### src/hdl/cab_pkg.sv
package cab_pkg;

  // ----------------------------------------------------------------
  // Widths
  // ----------------------------------------------------------------
  localparam int PC_W = 22;

  // ----------------------------------------------------------------
  // Register port map (8-bit registers)
  // ----------------------------------------------------------------
  localparam logic [1:0] REG_CTRL    = 2'h0;
  localparam logic [1:0] REG_STATUS  = 2'h1;
  localparam logic [1:0] REG_LASTCYC = 2'h2;

  localparam logic [7:0] CTRL_RESET   = 8'h00;
  localparam logic [7:0] STATUS_RESET = 8'h00;
  localparam logic [2:0] CTRL_PCWIDE  = 3'h0;

  // ----------------------------------------------------------------
  // Status register bit positions
  // ----------------------------------------------------------------
  localparam logic [2:0] FLAG_C = 3'h0;
  localparam logic [2:0] FLAG_Z = 3'h1;
  localparam logic [2:0] FLAG_N = 3'h2;
  localparam logic [2:0] FLAG_V = 3'h3;
  localparam logic [2:0] FLAG_S = 3'h4;
  localparam logic [2:0] FLAG_H = 3'h5;
  localparam logic [2:0] FLAG_T = 3'h6;
  localparam logic [2:0] FLAG_I = 3'h7;

  // ----------------------------------------------------------------
  // Cycle counts and return-address push byte counts
  // ----------------------------------------------------------------
  localparam logic [2:0] CYC_BASE        = 3'h1;
  localparam logic [2:0] CYC_WORD        = 3'h2;
  localparam logic [2:0] CYC_MUL         = 3'h2;
  localparam logic [2:0] CYC_INDIRECT_JUMP        = 3'h2;
  localparam logic [2:0] CYC_CALL_NARROW = 3'h3;
  localparam logic [2:0] CYC_CALL_WIDE   = 3'h4;
  localparam logic [2:0] CYC_BR_TAKEN    = 3'h2;
  localparam logic [2:0] CYC_SKIP_ONE    = 3'h2;
  localparam logic [2:0] CYC_SKIP_TWO    = 3'h3;
  localparam logic [1:0] PUSH_NARROW     = 2'h2;
  localparam logic [1:0] PUSH_WIDE       = 2'h3;

  typedef enum logic [4:0] {
    OP_ADD_IMM_WORD, OP_SUB_IMM_WORD, OP_SUB_IMM_BORROW, OP_AND_IMM, OP_OR_IMM,
    OP_SET_BITS_MASKED, OP_TEST_REG, OP_MUL_SIGNED_BY_UNSIGNED, OP_FRAC_MUL_SIGNED,
    OP_FRAC_MUL_SIGNED_UNSIGNED, OP_INDIRECT_JUMP, OP_INDIRECT_CALL,
    OP_COMPARE_SKIP_EQUAL, OP_SKIP_REG_BIT_CLEAR, OP_SKIP_IO_BIT_SET,
    OP_BRANCH_FLAG_SET, OP_BRANCH_SIGNED_GE, OP_BRANCH_SIGNED_LT,
    OP_BRANCH_UNSIGNED_GE, OP_BRANCH_HALFCARRY_SET, OP_BRANCH_OVERFLOW_SET,
    OP_BRANCH_IRQ_ENABLED
  } cab_op_t;

  typedef struct packed {
    cab_op_t          op;
    logic [7:0]       rd;
    logic [7:0]       rr;
    logic [15:0]      pair;
    logic [7:0]       imm;
    logic [2:0]       bitsel;
    logic [7:0]       io_val;
    logic [15:0]      zptr;
    logic [PC_W-1:0]  pc;
    logic [6:0]       offset;
    logic             next_two_word;
  } cab_cmd_t;

  typedef struct packed {
    logic             done;
    logic             wr_lo;
    logic             wr_hi;
    logic             dst_r10;
    logic [15:0]      data;
    logic             pc_load;
    logic [PC_W-1:0]  pc;
    logic [1:0]       push_bytes;
    logic [PC_W-1:0]  ret_pc;
  } cab_res_t;

endpackage : cab_pkg

### src/hdl/cab_alu_branch.sv
`timescale 1ns/1ps
// Operation
// RULE1 - Word add immediate, no H, 2 cycles
// RULE2 - Word subtract immediate, no H, 2 cycles
// RULE3 - Subtract immediate with borrow, updates H S V N Z C, 1 cycle
// RULE4 - AND immediate, keeps C and H
// RULE5 - OR immediate, updates Z N V S
// RULE6 - Set bits by mask, updates Z N V S
// RULE7 - Test register, value kept, flags set
// RULE8 - Signed by unsigned multiply into pair, 2 cycles
// RULE9 - Fractional multiplies shift product left one
// RULE10 - Indirect jump loads Z, clears high bits
// RULE11 - Indirect call loads Z, 3 or 4 cycles
// RULE12 - Compare skip if equal, no flags
// RULE13 - Skip when register bit is clear
// RULE14 - Skip when I/O bit set, no flags
// RULE15 - Branch on flag set, relative target
// RULE16 - Signed greater-or-equal when N xor V zero
// RULE17 - Signed less-than when N xor V one
// RULE18 - Unsigned same-or-higher when carry clear
// RULE19 - Branch when half-carry is set
// RULE20 - Branch when overflow is set
// RULE21 - Branch when interrupts enabled, flags unchanged
// RULE22 - Wide program counter takes longer call
// RULE23 - Skip costs one or two extra cycles
module cab_alu_branch
  import cab_pkg::*;
(
  input  wire logic            clk_i,
  input  wire logic            resetn_i,
  input  wire logic            cmd_valid_i,
  input  wire cab_pkg::cab_cmd_t cmd_i,
  output logic                 ready_o,
  output cab_pkg::cab_res_t    res_o,
  output logic [7:0]           status_o,
  input  wire logic [1:0]      reg_addr_i,
  input  wire logic [7:0]      reg_wdata_i,
  input  wire logic            reg_we_i,
  input  wire logic            reg_re_i,
  output logic [7:0]           reg_rdata_o
);
  import cab_pkg::*;

  // ------------------------------------------------------------
  // Declarations
  // ------------------------------------------------------------
  logic              take;
  logic              fin;
  logic [2:0]        cnt;
  logic [2:0]        next_n;
  cab_res_t          next_res;
  cab_res_t          pend_res;
  logic [7:0]        next_status_register;
  logic [7:0]        pend_status_register;
  logic [7:0]        ctrl;
  logic [7:0]        lastcyc;
  logic              pc_wide;
  logic [15:0]       w_add;
  logic [15:0]       w_sub;
  logic [7:0]        sbc_r;
  logic [7:0]        log_r;
  logic [15:0]       p_su;
  logic [15:0]       p_ss;
  logic [15:0]       p_frac;
  logic [PC_W-1:0]   pc_inc;
  logic [PC_W-1:0]   pc_rel;
  logic [PC_W-1:0]   pc_skip;
  logic              br_cond;
  logic              skip_hit;
  logic              is_logic;
  logic              is_skip;

  assign take    = cmd_valid_i & ready_o;
  assign pc_wide = ctrl[CTRL_PCWIDE];

  // ------------------------------------------------------------
  // Datapath
  // ------------------------------------------------------------
  assign w_add  = cmd_i.pair + {10'h000, cmd_i.imm[5:0]};                  // [RULE1]
  assign w_sub  = cmd_i.pair - {10'h000, cmd_i.imm[5:0]};                  // [RULE2]
  assign sbc_r  = cmd_i.rd - cmd_i.imm - {7'h00, status_o[FLAG_C]};        // [RULE3]
  assign p_su   = 16'($signed({{8{cmd_i.rd[7]}}, cmd_i.rd}) *
                      $signed({8'h00, cmd_i.rr}));                         // [RULE8]
  assign p_ss   = 16'($signed({{8{cmd_i.rd[7]}}, cmd_i.rd}) *
                      $signed({{8{cmd_i.rr[7]}}, cmd_i.rr}));
  // Fractional forms share the multipliers, only the shift differs
  assign p_frac = (cmd_i.op == OP_FRAC_MUL_SIGNED) ? p_ss : p_su;          // [RULE9]
  assign pc_inc  = cmd_i.pc + 22'h000001;
  assign pc_rel  = cmd_i.pc + {{15{cmd_i.offset[6]}}, cmd_i.offset} + 22'h000001;
  assign pc_skip = cmd_i.pc + (cmd_i.next_two_word ? 22'h000003 : 22'h000002);
  assign is_logic = (cmd_i.op == OP_AND_IMM) || (cmd_i.op == OP_OR_IMM) ||
                    (cmd_i.op == OP_SET_BITS_MASKED) || (cmd_i.op == OP_TEST_REG);
  assign is_skip  = (cmd_i.op == OP_COMPARE_SKIP_EQUAL) ||
                    (cmd_i.op == OP_SKIP_REG_BIT_CLEAR) || (cmd_i.op == OP_SKIP_IO_BIT_SET);

  always_comb begin
    unique case (cmd_i.op)
      OP_AND_IMM:  log_r = cmd_i.rd & cmd_i.imm;                           // [RULE4]
      OP_TEST_REG: log_r = cmd_i.rd & cmd_i.rd;                            // [RULE7]
      default:     log_r = cmd_i.rd | cmd_i.imm;                           // [RULE5] [RULE6]
    endcase
  end

  always_comb begin
    unique case (cmd_i.op)
      OP_COMPARE_SKIP_EQUAL: skip_hit = (cmd_i.rd == cmd_i.rr);            // [RULE12]
      OP_SKIP_REG_BIT_CLEAR: skip_hit = ~cmd_i.rd[cmd_i.bitsel];           // [RULE13]
      OP_SKIP_IO_BIT_SET:    skip_hit = cmd_i.io_val[cmd_i.bitsel];        // [RULE14]
      default:               skip_hit = 1'b0;
    endcase
  end

  always_comb begin
    unique case (cmd_i.op)
      OP_BRANCH_FLAG_SET:      br_cond = status_o[cmd_i.bitsel];           // [RULE15]
      OP_BRANCH_SIGNED_GE:     br_cond = ~(status_o[FLAG_N] ^ status_o[FLAG_V]); // [RULE16]
      OP_BRANCH_SIGNED_LT:     br_cond = status_o[FLAG_N] ^ status_o[FLAG_V];    // [RULE17]
      OP_BRANCH_UNSIGNED_GE:   br_cond = ~status_o[FLAG_C];                // [RULE18]
      OP_BRANCH_HALFCARRY_SET: br_cond = status_o[FLAG_H];                 // [RULE19]
      OP_BRANCH_OVERFLOW_SET:  br_cond = status_o[FLAG_V];                 // [RULE20]
      OP_BRANCH_IRQ_ENABLED:   br_cond = status_o[FLAG_I];                 // [RULE21]
      default:                 br_cond = 1'b0;
    endcase
  end

  // ------------------------------------------------------------
  // Result, flags and cycle count per operation
  // ------------------------------------------------------------
  always_comb begin
    next_res         = '0;
    next_res.done    = 1'b1;
    next_res.pc      = pc_inc;
    next_res.ret_pc  = pc_inc;
    next_status_register        = status_o;
    next_n           = CYC_BASE;
    if (is_logic) begin
      next_res.data[7:0] = log_r;
      next_res.wr_lo     = (cmd_i.op != OP_TEST_REG);                      // [RULE7]
      next_status_register[FLAG_Z]  = (log_r == 8'h00);                               // [RULE4] [RULE5]
      next_status_register[FLAG_N]  = log_r[7];
      next_status_register[FLAG_V]  = 1'b0;
      next_status_register[FLAG_S]  = log_r[7];                                       // [RULE6]
    end
    if (is_skip && skip_hit) begin
      // The skipped word count decides both target and cost
      next_res.pc      = pc_skip;
      next_res.pc_load = 1'b1;
      next_n = cmd_i.next_two_word ? CYC_SKIP_TWO : CYC_SKIP_ONE;          // [RULE23]
    end
    if (br_cond) begin
      next_res.pc      = pc_rel;                                           // [RULE15]
      next_res.pc_load = 1'b1;
      next_n           = CYC_BR_TAKEN;
    end
    unique case (cmd_i.op)
      OP_ADD_IMM_WORD: begin
        next_res.data     = w_add;
        next_res.wr_lo    = 1'b1;
        next_res.wr_hi    = 1'b1;
        next_status_register[FLAG_Z] = (w_add == 16'h0000);
        next_status_register[FLAG_N] = w_add[15];
        next_status_register[FLAG_V] = ~cmd_i.pair[15] & w_add[15];
        next_status_register[FLAG_C] = cmd_i.pair[15] & ~w_add[15];
        next_status_register[FLAG_S] = w_add[15] ^ (~cmd_i.pair[15] & w_add[15]);
        next_n            = CYC_WORD;                                      // [RULE1]
      end
      OP_SUB_IMM_WORD: begin
        next_res.data     = w_sub;
        next_res.wr_lo    = 1'b1;
        next_res.wr_hi    = 1'b1;
        next_status_register[FLAG_Z] = (w_sub == 16'h0000);
        next_status_register[FLAG_N] = w_sub[15];
        next_status_register[FLAG_V] = cmd_i.pair[15] & ~w_sub[15];
        next_status_register[FLAG_C] = w_sub[15] & ~cmd_i.pair[15];
        next_status_register[FLAG_S] = w_sub[15] ^ (cmd_i.pair[15] & ~w_sub[15]);
        next_n            = CYC_WORD;                                      // [RULE2]
      end
      OP_SUB_IMM_BORROW: begin
        next_res.data[7:0] = sbc_r;
        next_res.wr_lo     = 1'b1;
        // Zero only stays set across a multi-byte chain
        next_status_register[FLAG_Z]  = (sbc_r == 8'h00) & status_o[FLAG_Z];          // [RULE3]
        next_status_register[FLAG_N]  = sbc_r[7];
        next_status_register[FLAG_V]  = (cmd_i.rd[7] & ~cmd_i.imm[7] & ~sbc_r[7]) |
                             (~cmd_i.rd[7] & cmd_i.imm[7] & sbc_r[7]);
        next_status_register[FLAG_C]  = (~cmd_i.rd[7] & cmd_i.imm[7]) | (cmd_i.imm[7] & sbc_r[7]) |
                             (sbc_r[7] & ~cmd_i.rd[7]);
        next_status_register[FLAG_H]  = (~cmd_i.rd[3] & cmd_i.imm[3]) | (cmd_i.imm[3] & sbc_r[3]) |
                             (sbc_r[3] & ~cmd_i.rd[3]);
        next_status_register[FLAG_S]  = sbc_r[7] ^ ((cmd_i.rd[7] & ~cmd_i.imm[7] & ~sbc_r[7]) |
                             (~cmd_i.rd[7] & cmd_i.imm[7] & sbc_r[7]));
      end
      OP_MUL_SIGNED_BY_UNSIGNED: begin
        next_res.data     = p_su;                                          // [RULE8]
        next_res.wr_lo    = 1'b1;
        next_res.wr_hi    = 1'b1;
        next_res.dst_r10  = 1'b1;
        next_status_register[FLAG_Z] = (p_su == 16'h0000);
        next_status_register[FLAG_C] = p_su[15];
        next_n            = CYC_MUL;
      end
      OP_FRAC_MUL_SIGNED, OP_FRAC_MUL_SIGNED_UNSIGNED: begin
        next_res.data     = {p_frac[14:0], 1'b0};                          // [RULE9]
        next_res.wr_lo    = 1'b1;
        next_res.wr_hi    = 1'b1;
        next_res.dst_r10  = 1'b1;
        next_status_register[FLAG_Z] = (p_frac[14:0] == 15'h0000);
        next_status_register[FLAG_C] = p_frac[15];
        next_n            = CYC_MUL;
      end
      OP_INDIRECT_JUMP: begin
        next_res.pc      = {6'h00, cmd_i.zptr};                            // [RULE10]
        next_res.pc_load = 1'b1;
        next_n           = CYC_INDIRECT_JUMP;
      end
      OP_INDIRECT_CALL: begin
        next_res.pc         = {6'h00, cmd_i.zptr};                         // [RULE11]
        next_res.pc_load    = 1'b1;
        // A wide counter pushes a third return-address byte
        next_res.push_bytes = pc_wide ? PUSH_WIDE : PUSH_NARROW;           // [RULE22]
        next_n              = pc_wide ? CYC_CALL_WIDE : CYC_CALL_NARROW;   // [RULE11]
      end
      default: begin
      end
    endcase
  end

  // ------------------------------------------------------------
  // Sequencing: results commit after the operation's cycle count
  // ------------------------------------------------------------
  assign fin = (take && (next_n == CYC_BASE)) || (!ready_o && (cnt == 3'h1));

  always_ff @(posedge clk_i) begin
    if (!resetn_i) begin
      ready_o   <= 1'b1;
      cnt       <= 3'h0;
      pend_res  <= '0;
      pend_status_register <= STATUS_RESET;
    end else if (take && (next_n != CYC_BASE)) begin
      ready_o   <= 1'b0;
      cnt       <= next_n - 3'h1;
      pend_res  <= next_res;
      pend_status_register <= next_status_register;
    end else if (!ready_o) begin
      cnt <= cnt - 3'h1;
      if (cnt == 3'h1) begin
        ready_o <= 1'b1;
      end
    end
  end

  always_ff @(posedge clk_i) begin
    if (!resetn_i) begin
      res_o <= '0;
    end else if (fin) begin
      res_o <= take ? next_res : pend_res;
    end else begin
      res_o.done <= 1'b0;
    end
  end

  always_ff @(posedge clk_i) begin
    if (!resetn_i) begin
      lastcyc <= 8'h00;
    end else if (take) begin
      lastcyc <= {5'h00, next_n};
    end
  end

  // ------------------------------------------------------------
  // Status register and register port
  // ------------------------------------------------------------
  // A commit wins over a software write in the same cycle
  always_ff @(posedge clk_i) begin
    if (!resetn_i) begin
      status_o <= STATUS_RESET;
    end else if (fin) begin
      status_o <= take ? next_status_register : pend_status_register;
    end else if (reg_we_i && (reg_addr_i == REG_STATUS)) begin
      status_o <= reg_wdata_i;
    end
  end

  always_ff @(posedge clk_i) begin
    if (!resetn_i) begin
      ctrl <= CTRL_RESET;
    end else if (reg_we_i && (reg_addr_i == REG_CTRL)) begin
      ctrl <= {7'h00, reg_wdata_i[CTRL_PCWIDE]};
    end
  end

  always_ff @(posedge clk_i) begin
    if (!resetn_i) begin
      reg_rdata_o <= 8'h00;
    end else if (reg_re_i) begin
      unique case (reg_addr_i)
        REG_CTRL:    reg_rdata_o <= ctrl;
        REG_STATUS:  reg_rdata_o <= status_o;
        REG_LASTCYC: reg_rdata_o <= lastcyc;
        default:     reg_rdata_o <= 8'h00;
      endcase
    end else begin
      reg_rdata_o <= 8'h00;
    end
  end
endmodule : cab_alu_branch

### config.mk
export PLATFORM = sky130hd
export DESIGN_NAME = cab_alu_branch
export DESIGN_NICKNAME = d
export VERILOG_FILES = /design/src/hdl/cab_pkg.sv /design/src/hdl/cab_alu_branch.sv
export SDC_FILE = /design/constraint.sdc
export NUM_CORES = 1
export LEC_CHECK = 0
export BUFFER_PORTS_ARGS = -buffer_cell sky130_fd_sc_hd__clkbuf_2
export CAP_MARGIN = 5
export CORE_MARGIN = 5
export CORE_UTILIZATION = 65
export DETAILED_ROUTE_END_ITERATION = 10
export PLACE_DENSITY_LB_ADDON = 0.1
export RECOVER_POWER = 100
export SLEW_MARGIN = 20
export SYNTH_ARGS = -nofsm -noshare
export SYNTH_HDL_FRONTEND = slang
export SYNTH_SLANG_ARGS = --single-unit
### constraint.sdc
create_clock -name clk_i -period 12.14 [get_ports clk_i]
set_input_delay 3.035 -clock clk_i [delete_from_list [all_inputs] [get_ports clk_i]]
set_output_delay 3.035 -clock clk_i [all_outputs]
set_load 0.01 [all_outputs]
## After elaboration in Yosys (flattened, before gate mapping)

Index checks and enable logic that the tools add are counted.

| word-level totals | value |
|---|---|
| register bits after elaboration | 166 |
| output and inout port bits | 84 |
| word-level logic and storage cells | 179 |

| operators by class | value |
|---|---|
| add/sub/neg operators | 10 |
| multiply operators | 2 |
| $lt $le $gt $ge | 1 |
| equal/unequal tests | 30 |
| multiplexer cells | 42 |
| bitwise logic cells | 37 |
| reduce and logical (&&, ||, !) cells | 31 |

Operators by type and width:

| kind | count |
|---|---|
| 23-bit 2-to-1 mux | 3 |
| 67-bit 2-to-1 mux | 1 |
| 16-bit logical NOT | 3 |
| 22-bit by 1-bit adder with 22-bit output, second input constant | 2 |
| 5-bit by 4-bit == test with 1-bit output, second input constant | 8 |
| 8-bit one-hot mux with 5 select lines | 1 |
| 8-bit 2-to-1 mux | 4 |
| 8-bit one-hot mux with 4 select lines | 1 |
| 5-bit == test, second input constant | 6 |
| 8-bit one-hot mux with 3 select lines | 1 |
| 22-bit by 2-bit adder with 22-bit output | 1 |
| 22-bit adder | 1 |
| 5-bit by 3-bit == test with 1-bit output, second input constant | 4 |
| 16-bit by 6-bit adder with 16-bit output | 1 |
| 8-bit bitwise AND | 2 |
| 8-bit logical NOT | 2 |
| 8-bit by 8-bit multiplier with 16-bit output | 1 |
| 8-bit by 9-bit multiplier with 16-bit output | 1 |
| 16-bit 2-to-1 mux | 1 |
| 8-bit one-hot mux with 2 select lines | 1 |
| 16-bit by 6-bit subtractor with 16-bit output | 1 |
| 1-bit bitwise AND | 15 |
| 15-bit logical NOT | 1 |
| 1-bit 2-to-1 mux | 14 |
| 38 further kinds | 77 |

## Logic depth before layout (Yosys ltp)

| logic depth | value |
|---|---|
| word-level depth | 13 |
| gate-level depth with buffers | 22 |

## Worst setup path after synthesis

Ideal clock, no wire load.

| timing | value |
|---|---|
| kind | input -> register |
| start point | input port cmd_i[88] (netlist bit) |
| end point | register status_o[1] |
| arrival | 7,856 ps |
| data required time | 12,045 ps |
| slack | 4,188 ps |
| stages | 19 |
| path buffers | 1 |
| cells stage by stage | inv_1 > clkbuf_1 > nor2_1 > fa_1 > inv_1 > fa_1 > fa_1 > fa_1 > inv_1 > ha_1 > or4_1 > a21oi_1 > nor2_1 > xor2_1 > mux2_2 > a2111oi_0 > and4b_1 > o211ai_1 > a221oi_1 |

| on the way | value |
|---|---|
| longest elaborated chain between the ends | 10 |
| elaborated cells on any way between the ends | 18 |
| those cells by class | 2 x mul; 2 x eq/ne; 8 x mux; 6 x reduce/logical |

Ends and longest elaborated chain:

| item | RTL line | text |
|---|---|---|
| start: declaration | cab_alu_branch.sv:32 | `input wire cab_pkg::cab_cmd_t cmd_i,` |
| branches (longest 10 deep; another with 8-bit by 9-bit multiplier with 16-bit output) | n/a |  |
| end signal: assignment | cab_alu_branch.sv:278 | `status_o <= take ? next_status_register : pend_status_register;` |
| end signal: assignment | cab_alu_branch.sv:280 | `status_o <= reg_wdata_i;` |
| end: declaration | cab_alu_branch.sv:35 | `output logic [7:0] status_o,` |

Several ways; the timed one is not identified. The select of a mux whose other input is x is not followed.
A chain may end at the register's enable or synchronous reset.

## Final worst setup path

| timing | value |
|---|---|
| start point | input port cmd_i[97] (netlist bit) |
| end point | register res_o[35] (netlist bit) |

| on the way | value |
|---|---|
| longest elaborated chain between the ends | 10 |
| elaborated cells on any way between the ends | 34 |
| those cells by class | 17 x eq/ne; 9 x mux; 8 x reduce/logical |

Ends and longest elaborated chain:

| item | RTL line | text |
|---|---|---|
| branches (longest 6 deep; another with 5-bit by 4-bit == test with 1-bit output) | n/a |  |
| 3-bit one-hot mux with 2 select lines * | cab_alu_branch.sv:155 | `unique case (cmd_i.op)` |
| via next_n[0] | cab_alu_branch.sv:50 | `logic [2:0] next_n;` |
| 3-bit by 1-bit == test with 1-bit output * | cab_alu_branch.sv:231 | `assign fin = (take && (next_n == CYC_BASE)) \|\| (!ready_o && (cnt == 3'h1));` |
| 1-bit logical AND * | cab_alu_branch.sv:231 |  |
| 1-bit logical OR * | cab_alu_branch.sv:231 |  |
| end signal: assignment | cab_alu_branch.sv:256 | `res_o <= take ? next_res : pend_res;` |
| end: declaration | cab_alu_branch.sv:34 | `output cab_pkg::cab_res_t res_o,` |

Mark *: on every way through the listed nets, which the timed path passes.

==> impl_metrics.csv <==
group,metric,value,unit
sta,hold_viol_final,0,
synth,synth_cell_type_count,89,
clock_network,cts-resized-gates,0,
pwr,finalPower,2.505,mW
clock_network,postCtsHoldBufs,0,
floorplan,ios,201,
worst_setup_path,worst-path-max-fanout,63,
synth,netlist_area,16460,sq um
detailed_routing,drt-total-wl,50570,um
synth,synth_area_leaders,"dfxtp_1 20%, fa_1 11%, ha_1 11%",
worst_setup_path,r2r_slack,6.28,ns
grt,first_global_vias,14950,
detailed_routing,antenna_left,0,
pwr,p_per_area,140.1,nW/um^2
synth,yosysTopAreaCell,"dfxtp_1",
grt,use_met1,0.5081,
detailed_routing,wl_per_cell,20.03,um
grt,grt_max_degree,107,
worst_setup_path,cp.arrival,10.47,ns
sta,min_period_over_period,0.8379,
synth,syn_inst,2070,
grt,grt.met2_usage,0.5204,
pwr,vdd_drop_max,0.1154,mV
place,pre_cts_slack,3.409,ns
grt,grt_pass1_wl,79840,um
min_path,hold_depth,2,
detailed_routing,drcViolationCount,0,
sta,rsz0062_at_grt,"no",
sta,finClkSkew,0.01570,ns
synth,yosysWarnings,0,
synth,synth_fp_nets,2423,
floorplan,die_h,169.1,um
synth,synth_commonest_cells,"214 x nor2_1, 208 x inv_1, 176 x nand2_1",
finish,fin_nets,2534,
synth,syn_avg_cell_area,7.950,sq um
clock_network,post-cts-setup-buffers,0,
grt,use_met3,0.06539,
place,dp_cells,2492,
finish,fillers,2191,
sta,fin_ws,1.968,ns
synth,async_flop_share,0,
place,dp_hpwl,38780,um
sta,finalCriticalPeriod,10.17,ns
sta,worst_pin_slew,2.674,ns
sta,fmaxAchievable,98.31,MHz
status,failed_checks,"max-capacitance violations, max-slew violations",
grt,grt_busiest_layer,"met2",
place,portBuffers,200,
clock_network,clk_pin_slew,0.07,ns
synth,synth_ff_type,"dfxtp_1",
finish,syn_to_final_growth,8.645,%
floorplan,die_area,28600,sq um
synth,synth_enable_flop_cells,0,
sta,setup_viol,0,
detailed_routing,drt_iter0_drc,1794,
sta,slew_headroom,-0.7825,
floorplan,die_x,169.1,um
synth,synth.most_common_cell,"nor2_1",
clock_network,cts_tree,"done",
synth,synth_top_area_frac,0.2019,
finish,drive_above_1_share,0.09207,
min_path,hold_class,"register to register",
sta,slew_violations,169,
detailed_routing,vias,15839,
synth,synth_seq_cells,166,
sta,fin_tns_setup,0,ns
worst_setup_path,reg2reg_depth,15,
status,status,"finished with violations",
clock_network,worstSkewPairLatency,0.43,ns
clock_network,clock_path_buffers,2,
place,gp_congestion,0.9760,
floorplan,core-area,25040,sq um
worst_setup_path,crit_required,12.44,ns
floorplan,start_util,0.6573,
worst_setup_path,critical_path_class,"input port to register",
finish,finish.utilization,0.7141,
detailed_routing,viasPerCell,6.273,
pwr,p_leak,7.781,nW
clock_network,clkSinkCount,166,
synth,ys_seq_area_frac,0.2019,
clock_network,h-tree-depth,4,
clock_network,numCtsBuffers,17,
grt,grt_overflow_total,0,
flow_run,maxCapViolCount,4,
floorplan,std_cell_rows,58,
grt,antenna_found_initial,1,
worst_setup_path,start_kind,"input port",
clock_network,cts_root_buf,"clkbuf_16",
finish,layoutNonFillerInstCount,2525,
grt,grt_use_total,0.3458,
detailed_routing,drtPass1Iterations,5,
worst_setup_path,crit_path_end_kind,"register",
==> final timing paths <==
check / start / end
setup / recovery: cmd_i[97] / res_o[35]
hold / removal: res_o[54] / res_o[54]
setup reg to reg: status_o[1] / res_o[35]
hold reg to reg: res_o[54] / res_o[54]
==> cell usage in the layout, fill, tap and decap left out, types with 80 or more instances in the layout <==
| master | instances |
|---|---|
| clkbuf_1 | 87 |
| dfxtp_1 | 166 |
| inv_1 | 207 |
| clkbuf_2 | 116 |
| a211oi_1 | 80 |
| ha_1 | 142 |
| nand2_1 | 175 |
| a21oi_1 | 164 |
| nor2_1 | 214 |
| o21ai_0 | 83 |
| fa_1 | 94 |
==> where the power goes <==
part           internal, mW  total (mW)  switching, mW  leakage [nW]
logic                 0.515        1.33          0.812          6.13
registers             0.599       0.635         0.0363          1.36
clock network         0.282       0.543          0.261         0.289
==> cell families (layout without fill, tap and decap cells) <==
group | count (synthesis) | after routing | synth area share
AO/OA/AOI/OAI | 525 | 525 | 0.2086
other | 0 | 1 | 0
AND/OR/NAND/NOR | 653 | 653 | 0.1870
multiplexers | 47 | 47 | 0.03558
XOR/XNOR | 113 | 113 | 0.06014
adder cells (fa/ha/maj) | 236 | 236 | 0.2223
buffers and inverters | 330 | 454 | 0.08440
flip-flops | 166 | 166 | 0.2019
==> layer usage <==
layer	up-vias	part of all wire
li1	7425	-
met1	7507	0.43
met2	816	0.43
met3	91	0.10
met4	0	0.030
met5	-	0
==> state kept, by name, indices dropped and copies added, names as in the netlist <==
signal and flops:
reg_rdata_o 8, res_o 67, pend_status_register 8, lastcyc 3
ready_o 1, ctrl 1, status_o 8, cnt 3
pend_res 67
==> critical path: stages <==
cell and delay (ns):
clkbuf_2 0.08, clkbuf_1 1.49, inv_1 0.90, mux2i_1 0.27
mux2i_1 0.17, o21ai_0 0.15, a21oi_2 0.18, clkbuf_1 1.14
nand2_1 0.51, o32a_1 0.54, inv_1 0.09, ha_1 0.26
nand3_1 0.26, and2_4 0.34, buf_4 0.36, a21oi_1 0.21
o21ai_0 0.20, o211a_1 0.20
==> layout make-up <==
class | instances | area [sq um] | area share
antenna | 1 | 2.502 | 0.0001400
sequential | 166 | 3323 | 0.1859
tap | 330 | 412.9 | 0.02309
clock inverter | 14 | 152.6 | 0.008538
inverter | 209 | 785.8 | 0.04395
timing repair buffer | 213 | 985.9 | 0.05515
multi-input combinational | 1574 | 11780 | 0.6587
clock buffer | 18 | 439.2 | 0.02456
==> through the flow <==
step	hold slack [ns]	area [sq um]
after floorplan	0.4332	16460
after global routing	0.4802	17880
after global placement	0.4388	17390
after CTS	0.4548	17980
after detailed placement	0.4454	17390
final	0.4520	17880
(Power assumes the default switching activity.)
